==> src/hdl/page_xlate_pkg.sv <==
// Purpose: Shared constants and types for the two level page translator
// Assumes: 32-bit linear and physical addresses, 4 Kbyte pages
// Notes: Register map is word aligned on an AHB-Lite slave
package page_xlate_pkg;
   localparam int ADDR_W = 32;
   localparam int PAGE_BYTES = 4096;
   localparam int OFF_W = $clog2(PAGE_BYTES);
   localparam int IDX_W = 10;
   localparam int BASE_W = ADDR_W - OFF_W;
   localparam int DIR_LO = 22;
   localparam int TBL_LO = 12;
   localparam int ENT_BYTES_W = 2;
   // Entry flag positions
   localparam int ENT_P = 0;
   localparam int ENT_US = 2;
   localparam int ENT_RW = 3;
   localparam int ENT_A = 5;
   localparam int ENT_D = 6;
   // Register map, byte offsets within the slave window
   localparam int REG_AW = 8;
   localparam logic [7:0] REG_CTRL = 8'h00;
   localparam logic [7:0] REG_DIR_BASE = 8'h04;
   localparam logic [7:0] REG_STATUS = 8'h08;
   localparam logic [7:0] REG_FAULT = 8'h0C;
   localparam int CTRL_EN = 0;
   localparam int CTRL_USER = 1;
   localparam int STAT_PA = 0;
   localparam int STAT_PV = 1;
   localparam logic [1:0] CTRL_RESET = 2'h0;
   localparam logic [1:0] HRESP_OKAY = 2'h0;
   localparam int HTRANS_ACTIVE = 1;
   localparam int MAP_COUNT = 2;

   typedef struct packed {
      logic [BASE_W-1:0] tag;
      logic valid;
      logic wr_ok;
      logic [BASE_W-1:0] base;
   } xlate_entry_type;

   typedef struct packed {
      logic [ADDR_W-1:0] addr;
      logic write;
      logic dst;
      logic [ADDR_W-1:0] wdata;
   } eng_req_type;

   typedef struct packed {
      logic [ADDR_W-1:0] addr;
      logic write;
      logic [ADDR_W-1:0] wdata;
   } mem_req_type;

   typedef enum logic [3:0] {
      ST_IDLE = 4'h0,
      ST_CHECK = 4'h1,
      ST_DIR_RD = 4'h3,
      ST_DIR_WB = 4'h2,
      ST_TBL_RD = 4'h6,
      ST_TBL_WB = 4'h7,
      ST_DATA = 4'h5,
      ST_DONE = 4'h4,
      ST_FAULT = 4'hC
   } state_type;
endpackage

==> src/hdl/two_level_page_translator.sv <==
// Purpose: Linear to physical translation for the drawing engine
// Assumes: Engine and memory ports run on clk_i; AHB-Lite register slave
// Notes: Two cached translations, page walk sets accessed and dirty flags
//
// What this block does
// - Translation off passes linear address straight through
// - Translation on converts every address before issue
// - Two table levels, 4 Kbyte pages
// - Split address into 10/10/12 bit fields
// - Directory entry upper 20 bits give table base
// - Table entry upper 20 bits give page base
// - Physical address is page base plus offset
// - Writes set dirty bit 6 in table entry
// - Any permitted access sets accessed bit 5 both levels
// - Supervisor accesses skip all permission checks
// - User access denied when user-permit bit clear
// - User write needs write-permit, reads need user-permit
// - Entry usable only with present bit 0 set
// - Two cached translations, source side and destination
// - Flush both on base write or suspend
// - Absent entry raises flag, clearing it retries
// - User violation raises flag and terminates access
//
// The AHB-Lite slave port and the placing of the registers were left to the implementer.
`timescale 1ns/1ps
`default_nettype none
module two_level_page_translator (
   input wire logic clk_i,
   input wire logic sys_rst_i,
   input wire logic hsel_i,
   input wire logic [31:0] haddr_i,
   input wire logic [1:0] htrans_i,
   input wire logic hwrite_i,
   input wire logic [2:0] hsize_i,
   input wire logic [31:0] hwdata_i,
   input wire logic hready_i,
   output logic [31:0] hrdata_o,
   output logic hreadyout_o,
   output logic hresp_o,
   input wire logic eng_valid_i,
   input wire page_xlate_pkg::eng_req_type eng_req_i,
   input wire logic suspend_i,
   output logic eng_done_o,
   output logic eng_abort_o,
   output logic [31:0] eng_rdata_o,
   output logic mem_valid_o,
   output page_xlate_pkg::mem_req_type mem_req_o,
   input wire logic mem_ack_i,
   input wire logic [31:0] mem_rdata_i,
   output logic page_absent_o,
   output logic prot_viol_o
);
   import page_xlate_pkg::*;

   ////////////////////////////////////////////////////////////////////////
   // Functions

   function automatic logic [ADDR_W-1:0] ent_addr(
      input logic [BASE_W-1:0] base,
      input logic [IDX_W-1:0] idx
   );
      ent_addr = {base, idx, {ENT_BYTES_W{1'b0}}};
   endfunction

   function automatic logic perm_ok(
      input logic [ADDR_W-1:0] ent,
      input logic wr
   );
      perm_ok = ent[ENT_US] & (~wr | ent[ENT_RW]);
   endfunction

   ////////////////////////////////////////////////////////////////////////
   // Register slave

   logic [1:0] ctrl_q;
   logic [BASE_W-1:0] dir_base_q;
   logic pa_q, pa_d;
   logic pv_q, pv_d;
   logic [ADDR_W-1:0] fault_q;
   logic wr_pend_q;
   logic [REG_AW-1:0] wr_addr_q;
   logic [31:0] hrdata_q;
   logic hreadyout_q;
   logic hresp_q;
   logic set_pa, set_pv;

   wire addr_phase = hsel_i & htrans_i[HTRANS_ACTIVE] & hready_i;
   wire [REG_AW-1:0] rd_addr = haddr_i[REG_AW-1:0];
   wire ctrl_wr = wr_pend_q & (wr_addr_q == REG_CTRL);
   wire base_wr = wr_pend_q & (wr_addr_q == REG_DIR_BASE);
   wire stat_wr = wr_pend_q & (wr_addr_q == REG_STATUS);
   wire xlate_en = ctrl_q[CTRL_EN];
   wire user_mode = ctrl_q[CTRL_USER];
   logic [31:0] rd_mux;

   always_comb begin
      rd_mux = '0;
      case (rd_addr)
         REG_CTRL: rd_mux = {30'h0, ctrl_q};
         REG_DIR_BASE: rd_mux = {dir_base_q, {OFF_W{1'b0}}};
         REG_STATUS: rd_mux = {30'h0, pv_q, pa_q};
         REG_FAULT: rd_mux = fault_q;
         default: rd_mux = '0;
      endcase
   end

   // Hardware set wins over a same-cycle software clear
   assign pa_d = set_pa | (pa_q & ~(stat_wr & hwdata_i[STAT_PA]));
   assign pv_d = set_pv | (pv_q & ~(stat_wr & hwdata_i[STAT_PV]));

   always_ff @(posedge clk_i or posedge sys_rst_i) begin
      if (sys_rst_i) begin
         wr_pend_q <= 1'b0;
         wr_addr_q <= '0;
         hrdata_q <= '0;
         hreadyout_q <= 1'b0;
         hresp_q <= 1'b0;
      end else begin
         wr_pend_q <= addr_phase & hwrite_i;
         wr_addr_q <= rd_addr;
         hrdata_q <= (addr_phase & ~hwrite_i) ? rd_mux : '0;
         hreadyout_q <= 1'b1;
         hresp_q <= HRESP_OKAY[0];
      end
   end

   always_ff @(posedge clk_i or posedge sys_rst_i) begin
      if (sys_rst_i) begin
         ctrl_q <= CTRL_RESET;
         dir_base_q <= '0;
         pa_q <= 1'b0;
         pv_q <= 1'b0;
      end else begin
         if (ctrl_wr) begin
            ctrl_q <= hwdata_i[1:0];
         end
         if (base_wr) begin
            dir_base_q <= hwdata_i[ADDR_W-1:OFF_W];
         end
         pa_q <= pa_d;
         pv_q <= pv_d;
      end
   end

   ////////////////////////////////////////////////////////////////////////
   // Cached translations

   xlate_entry_type xlate_pair_q [MAP_COUNT];
   logic fill;
   eng_req_type lin_q, lin_d;
   logic [ADDR_W-1:0] tbl_ent_q, tbl_ent_d;
   // Mode change also flushes so a stale user check cannot be reused
   wire flush = base_wr | suspend_i | ctrl_wr;

   genvar gi;
   generate
      for (gi = 0; gi < MAP_COUNT; gi++) begin : g_entry
         always_ff @(posedge clk_i or posedge sys_rst_i) begin
            if (sys_rst_i) begin
               xlate_pair_q[gi] <= '0;
            end else if (flush) begin
               xlate_pair_q[gi].valid <= 1'b0;
            end else if (fill & (lin_q.dst == 1'(gi))) begin
               xlate_pair_q[gi].tag <= lin_q.addr[ADDR_W-1:OFF_W];
               xlate_pair_q[gi].valid <= 1'b1;
               xlate_pair_q[gi].wr_ok <= lin_q.write;
               xlate_pair_q[gi].base <= tbl_ent_d[ADDR_W-1:OFF_W];
            end
         end
      end
   endgenerate

   // Destination map uses entry 1, source/pattern/mask entry 0
   wire xlate_entry_type cur = xlate_pair_q[lin_q.dst];
   wire hit = cur.valid & (cur.tag == lin_q.addr[ADDR_W-1:OFF_W])
      & (~lin_q.write | cur.wr_ok);

   ////////////////////////////////////////////////////////////////////////
   // Page walk

   state_type state_q, state_d;
   logic [ADDR_W-1:0] dir_ent_q, dir_ent_d;
   logic mem_valid_q, mem_valid_d;
   mem_req_type mem_q, mem_d;
   logic done_q, done_d, abort_q, abort_d;
   logic [31:0] rdata_q, rdata_d;

   wire [IDX_W-1:0] dir_idx = lin_q.addr[ADDR_W-1:DIR_LO];
   wire [IDX_W-1:0] tbl_idx = lin_q.addr[DIR_LO-1:TBL_LO];
   wire [OFF_W-1:0] offset = lin_q.addr[OFF_W-1:0];
   wire ack = mem_valid_q & mem_ack_i;
   wire [ADDR_W-1:0] dir_acc = mem_rdata_i | (ADDR_W'(1) << ENT_A);
   wire [ADDR_W-1:0] tbl_acc = mem_rdata_i | (ADDR_W'(1) << ENT_A)
      | (ADDR_W'(lin_q.write) << ENT_D);
   wire [ADDR_W-1:0] dir_addr = ent_addr(dir_base_q, dir_idx);
   wire [ADDR_W-1:0] tbl_addr =
      ent_addr(dir_ent_q[ADDR_W-1:OFF_W], tbl_idx);
   wire [ADDR_W-1:0] page_addr =
      {tbl_ent_d[ADDR_W-1:OFF_W], offset};
   wire [ADDR_W-1:0] hit_addr = {cur.base, offset};

   always_comb begin
      state_d = state_q;
      lin_d = lin_q;
      dir_ent_d = dir_ent_q;
      tbl_ent_d = tbl_ent_q;
      mem_valid_d = mem_valid_q & ~mem_ack_i;
      mem_d = mem_q;
      done_d = 1'b0;
      abort_d = 1'b0;
      rdata_d = rdata_q;
      fill = 1'b0;
      set_pa = 1'b0;
      set_pv = 1'b0;
      case (state_q)
         ST_IDLE: begin
            if (eng_valid_i) begin
               lin_d = eng_req_i;
               state_d = ST_CHECK;
            end
         end
         ST_CHECK: begin
            mem_valid_d = 1'b1;
            if (!xlate_en) begin
               mem_d = '{lin_q.addr, lin_q.write, lin_q.wdata};
               state_d = ST_DATA;
            end else if (hit) begin
               mem_d = '{hit_addr, lin_q.write, lin_q.wdata};
               state_d = ST_DATA;
            end else begin
               mem_d = '{dir_addr, 1'b0, '0};
               state_d = ST_DIR_RD;
            end
         end
         ST_DIR_RD: begin
            if (ack) begin
               dir_ent_d = dir_acc;
               if (!mem_rdata_i[ENT_P]) begin
                  set_pa = 1'b1;
                  state_d = ST_FAULT;
               end else if (user_mode & ~perm_ok(mem_rdata_i, lin_q.write))
               begin
                  set_pv = 1'b1;
                  done_d = 1'b1;
                  abort_d = 1'b1;
                  state_d = ST_DONE;
               end else if (!mem_rdata_i[ENT_A]) begin
                  mem_valid_d = 1'b1;
                  mem_d = '{mem_q.addr, 1'b1, dir_acc};
                  state_d = ST_DIR_WB;
               end else begin
                  mem_valid_d = 1'b1;
                  mem_d = '{ent_addr(mem_rdata_i[ADDR_W-1:OFF_W], tbl_idx),
                     1'b0, '0};
                  state_d = ST_TBL_RD;
               end
            end
         end
         ST_DIR_WB: begin
            if (ack) begin
               mem_valid_d = 1'b1;
               mem_d = '{tbl_addr, 1'b0, '0};
               state_d = ST_TBL_RD;
            end
         end
         ST_TBL_RD: begin
            if (ack) begin
               tbl_ent_d = tbl_acc;
               if (!mem_rdata_i[ENT_P]) begin
                  set_pa = 1'b1;
                  state_d = ST_FAULT;
               end else if (user_mode & ~perm_ok(mem_rdata_i, lin_q.write))
               begin
                  set_pv = 1'b1;
                  done_d = 1'b1;
                  abort_d = 1'b1;
                  state_d = ST_DONE;
               end else if (tbl_acc != mem_rdata_i) begin
                  mem_valid_d = 1'b1;
                  mem_d = '{mem_q.addr, 1'b1, tbl_acc};
                  state_d = ST_TBL_WB;
               end else begin
                  fill = 1'b1;
                  mem_valid_d = 1'b1;
                  mem_d = '{page_addr, lin_q.write, lin_q.wdata};
                  state_d = ST_DATA;
               end
            end
         end
         ST_TBL_WB: begin
            if (ack) begin
               fill = 1'b1;
               mem_valid_d = 1'b1;
               mem_d = '{page_addr, lin_q.write, lin_q.wdata};
               state_d = ST_DATA;
            end
         end
         ST_DATA: begin
            if (ack) begin
               rdata_d = mem_rdata_i;
               done_d = 1'b1;
               state_d = ST_DONE;
            end
         end
         ST_DONE: begin
            state_d = ST_IDLE;
         end
         ST_FAULT: begin
            // Walk restarts once software has cleared the flag
            if (!pa_q) begin
               state_d = ST_CHECK;
            end
         end
         default: begin
            state_d = ST_IDLE;
         end
      endcase
   end

   always_ff @(posedge clk_i or posedge sys_rst_i) begin
      if (sys_rst_i) begin
         state_q <= ST_IDLE;
         lin_q <= '0;
         dir_ent_q <= '0;
         tbl_ent_q <= '0;
         mem_valid_q <= 1'b0;
         mem_q <= '0;
         done_q <= 1'b0;
         abort_q <= 1'b0;
         rdata_q <= '0;
      end else begin
         state_q <= state_d;
         lin_q <= lin_d;
         dir_ent_q <= dir_ent_d;
         tbl_ent_q <= tbl_ent_d;
         mem_valid_q <= mem_valid_d;
         mem_q <= mem_d;
         done_q <= done_d;
         abort_q <= abort_d;
         rdata_q <= rdata_d;
      end
   end

   always_ff @(posedge clk_i or posedge sys_rst_i) begin
      if (sys_rst_i) begin
         fault_q <= '0;
      end else if (set_pa | set_pv) begin
         fault_q <= lin_q.addr;
      end
   end

   ////////////////////////////////////////////////////////////////////////
   // Outputs

   assign hrdata_o = hrdata_q;
   assign hreadyout_o = hreadyout_q;
   assign hresp_o = hresp_q;
   assign eng_done_o = done_q;
   assign eng_abort_o = abort_q;
   assign eng_rdata_o = rdata_q;
   assign mem_valid_o = mem_valid_q;
   assign mem_req_o = mem_q;
   assign page_absent_o = pa_q;
   assign prot_viol_o = pv_q;
endmodule
`default_nettype wire

==> config.mk <==
export PLATFORM = sky130hd
export DESIGN_NAME = two_level_page_translator
export DESIGN_NICKNAME = d
export VERILOG_FILES = /design/src/hdl/page_xlate_pkg.sv /design/src/hdl/two_level_page_translator.sv
export SDC_FILE = /design/constraint.sdc
export NUM_CORES = 1
export LEC_CHECK = 0
export BUFFER_PORTS_ARGS = -buffer_cell sky130_fd_sc_hd__clkbuf_2
export CAP_MARGIN = 20
export CORE_ASPECT_RATIO = 0.5
export CORE_MARGIN = 1.5
export CORE_UTILIZATION = 56
export CTS_CLUSTER_SIZE = 20
export DETAILED_ROUTE_END_ITERATION = 6
export PLACE_DENSITY = 0.81
export SLEW_MARGIN = 0
export SYNTH_ARGS = -nofsm -noshare
export SYNTH_HDL_FRONTEND = slang
export SYNTH_SLANG_ARGS = --single-unit
==> constraint.sdc <==
create_clock -name clk_i -period 15.85 [get_ports clk_i]
set_clock_uncertainty 0.1 [all_clocks]
set_input_delay 1.585 -clock clk_i [delete_from_list [all_inputs] [get_ports clk_i]]
set_output_delay 1.585 -clock clk_i [all_outputs]
set_load 0.1 [all_outputs]
==> results.py <==
metrics = {
    "outcome": {
        "status": "complete, no violations",
    },
    "yosys": {
        "ys_ff_latch": 392,
        "synth.distinct_cells": 60,
        "post_synth.cell_area_avg_um2": 12.2,
        "ys_warn_count": 0,
        "synthCells": 1426,
        "synth_edf_count": 0,
        "synth_ff_type": "dfrtp_1",
        "yosys.area_share.adder_pct": 0,
        "synth_compound_area_share_pct": 12.7,
        "async_flop_share_pct": 100,
        "syn-cell-area_mm2": 0.0175,
        "muxShareOfSynthArea_pct": 18.5,
        "synth.net_count": 1601,
        "synth_top_family_by_area": "multiplexers",
        "synth-simple-area-share_pct": 7.48,
        "yosysSeqAreaShare_pct": 56.2,
        "synth_xor_area_share_pct": 1.05,
    },
    "drt": {
        "vias": 12700,
        "viasPerCell": 6.04,
        "drtIter0Drc": 1197,
        "wl_per_cell_um": 22.6,
        "first_pass_iters": 5,
        "drtAntennaViolNets": 0,
        "post-route-drc-count": 0,
        "routed_wl_um": 47400,
    },
    "global_route": {
        "grt_max_degree": 196,
        "grt_pass1_vias": 12800,
        "antenna_found_initial": 0,
        "grt_pass1_wl_um": 73500,
        "gr-usage-all-layers_pct": 29.5,
        "overflow": 0,
    },
    "layout": {
        "drive_gt1_share_pct": 37.6,
        "antenna_cells": 0,
        "utilization_pct": 66.8,
        "multi_input_area_mm2": 0.00700,
        "layout_commonest_cell": "dfrtp_1",
        "ff_latch_area_mm2": 0.00981,
        "fill_cells": 2232,
        "final_cell_mix": "391 x dfrtp_1, 271 x clkbuf_2, 213 x mux2_2, 82 x nor2_1, 82 x mux2i_1",
        "synthToLayoutAreaGrowth_pct": 16.9,
        "num-nets-final": 1827,
    },
    "clock_tree": {
        "htreeDepth": 2,
        "cts.sinks": 392,
        "post_cts_buffers": 0,
        "cts_tree": "yes",
        "cts_buffers": 37,
        "cts_hold_buf": 0,
        "cts.clk_slew.worst_paths_ps": 60,
        "clk_path_buf_depth": 3,
        "root_buffer": "clkbuf_16",
        "cts_resized": 0,
        "clk_latency_ps": 540,
    },
    "critical_path": {
        "cp-end-kind": "flop",
        "worstPathArrival_ps": 4620,
        "cpPeakStageDelay_ps": 860,
        "critical_path_class": "in -> reg",
        "slowest_stage": "nor4_4",
        "worstPathCellList": "clkbuf_2, nand2b_1, a21o_1, nand4_1, nor4_4, buf_4, mux2_2",
        "critPathLaunchType": "primary input",
        "crit_required_ps": 16160,
        "path_max_fanout": 44,
    },
    "power": {
        "leakagePower_uw": 0.00966,
        "ir_drop_v": 0.000142,
        "p_total_uw": 4670,
        "power_density_mw_per_mm2": 229,
    },
    "timing": {
        "rsz0062_at_grt": "false",
        "max_slew_margin_pct": 19.2,
        "hold_ws_ps": 375,
        "timing.final.ws_setup_ps": 11540,
        "tightestPinTransition_ps": 1210,
        "period_needed_ps": 4310,
        "final_hold_viol_count": 0,
        "setup_violations": 0,
        "tns_ps": 0,
        "max_freq_ghz": 0.232,
        "drv_slew": 0,
        "period_share_pct": 27.2,
    },
    "floorplanning": {
        "dieWidth_um": 253,
        "pin_count": 311,
        "row_count": 45,
        "die_h_um": 128,
        "start_util_pct": 57.2,
        "die-area_mm2": 0.0323,
        "coreArea_mm2": 0.0305,
    },
    "hold_path": {
        "hold_class": "reg -> reg",
    },
    "place": {
        "port_buffers": 271,
        "pre_cts_ws_ps": 11080,
        "place_congestion": 0.898,
        "dp_hpwl_um": 32500,
    },
    "flow_run": {
        "cap_violations": 0,
    },
}
## routing by layer
metal	GRT usage (%)	part of all wire [%]
met1	42.0	43
met2	47.1	47
met3	5.18	7.3
met4	8.17	2.5
met5	0	0
## worst max-delay path: cells and delay by family
kind            cells  cell delay (ps)
compound gates      1              550
buf+inv             2              710
mux                 1              410
simple gates        3             1320
## report_power, final
part           switching (µW)  internal (µW)
registers                 288           1350
logic                    1520            588
clock network             384            544
## cells in the mapped netlist, types with 2 or more instances
cell	n	share of area, %
nand4_1	4	0.14
a22oi_1	48	2.1
a311oi_2	20	1.7
nor4_2	2	0.14
o31ai_1	14	0.60
o31ai_2	28	2.0
buf_6	7	0.45
o221ai_1	20	1.0
nand2_1	74	1.6
o2bb2ai_1	2	0.10
or3_1	11	0.39
xnor2_1	20	1.0
nor3_1	25	0.72
and2_1	13	0.47
nor2_1	83	1.8
mux2i_1	82	4.7
nand3b_1	11	0.47
inv_1	55	1.2
or4_1	2	0.086
o22ai_1	10	0.36
nand3_1	20	0.57
nor2b_1	6	0.22
and3_1	3	0.11
a21o_1	6	0.26
clkbuf_1	75	1.6
a32oi_1	10	0.50
a31oi_1	4	0.14
buf_2	17	0.49
o21ai_0	31	0.89
dfrtp_1	392	56
a21oi_1	57	1.6
buf_1	9	0.19
nand2b_1	4	0.14
o211ai_1	4	0.17
nor3b_1	3	0.13
a221oi_1	2	0.10
and4_1	3	0.15
mux2_2	213	14
o2111ai_1	11	0.55
conb_1	2	0.043
nor4_1	4	0.14
## cell families (layout without fill, tap and decap cells)
group,Yosys count,in the layout
other,2,2
AND/OR/NAND/NOR,273,273
buffers and inverters,164,413
AO/OA/AOI/OAI,278,278
XOR/XNOR,21,21
flip-flops,392,392
multiplexers,296,296
## stage by stage
step	cell area, µm²	instances
floorplan	17500	1426
CTS	20400	2097
global route	20400	2098
global placement	19100	2032
finish	20400	2098
detailed placement	19100	2035
## final cells by class
type                            instances  area share, %
Clock buffer                           49           5.10
Clock inverter                         13           1.00
Inverter                               55           1.05
Multi-Input combinational cell        870           34.3
Sequential cell                       392           48.1
Tap cell                              423           2.60
Timing Repair Buffer                  296           7.81
## final timing paths
path                       cells past startpoint           start  slack [ps]                to
max                                            7  mem_rdata_i[6]       11540  xlate_pair_q[40]
min                                            1      fault_q[6]         380       hrdata_o[6]
min reg2reg                                    1      fault_q[6]         380       hrdata_o[6]
max in group asynchronous                      4       sys_rst_i       11920     mem_req_o[43]
min in group asynchronous                      2       sys_rst_i        1120      mem_req_o[9]
max reg2reg                                    6       lin_q[33]       12150  xlate_pair_q[40]
## state kept, by name, summed over array words and instances (netlist names), 2 cells and up
| signal | cells |
|---|---|
| tbl_ent_q | 20 |
| dir_base_q | 20 |
| hit_addr | 12 |
| hrdata_o | 32 |
| ctrl_q | 2 |
| xlate_pair_q | 84 |
| mem_req_o | 65 |
| fault_q | 32 |
| state_q | 4 |
| lin_q | 44 |
| wr_addr_q | 8 |
| dir_addr | 10 |
| eng_rdata_o | 32 |
| dir_ent_q | 20 |
No activity file was read; power rests on OpenSTA's default activity.
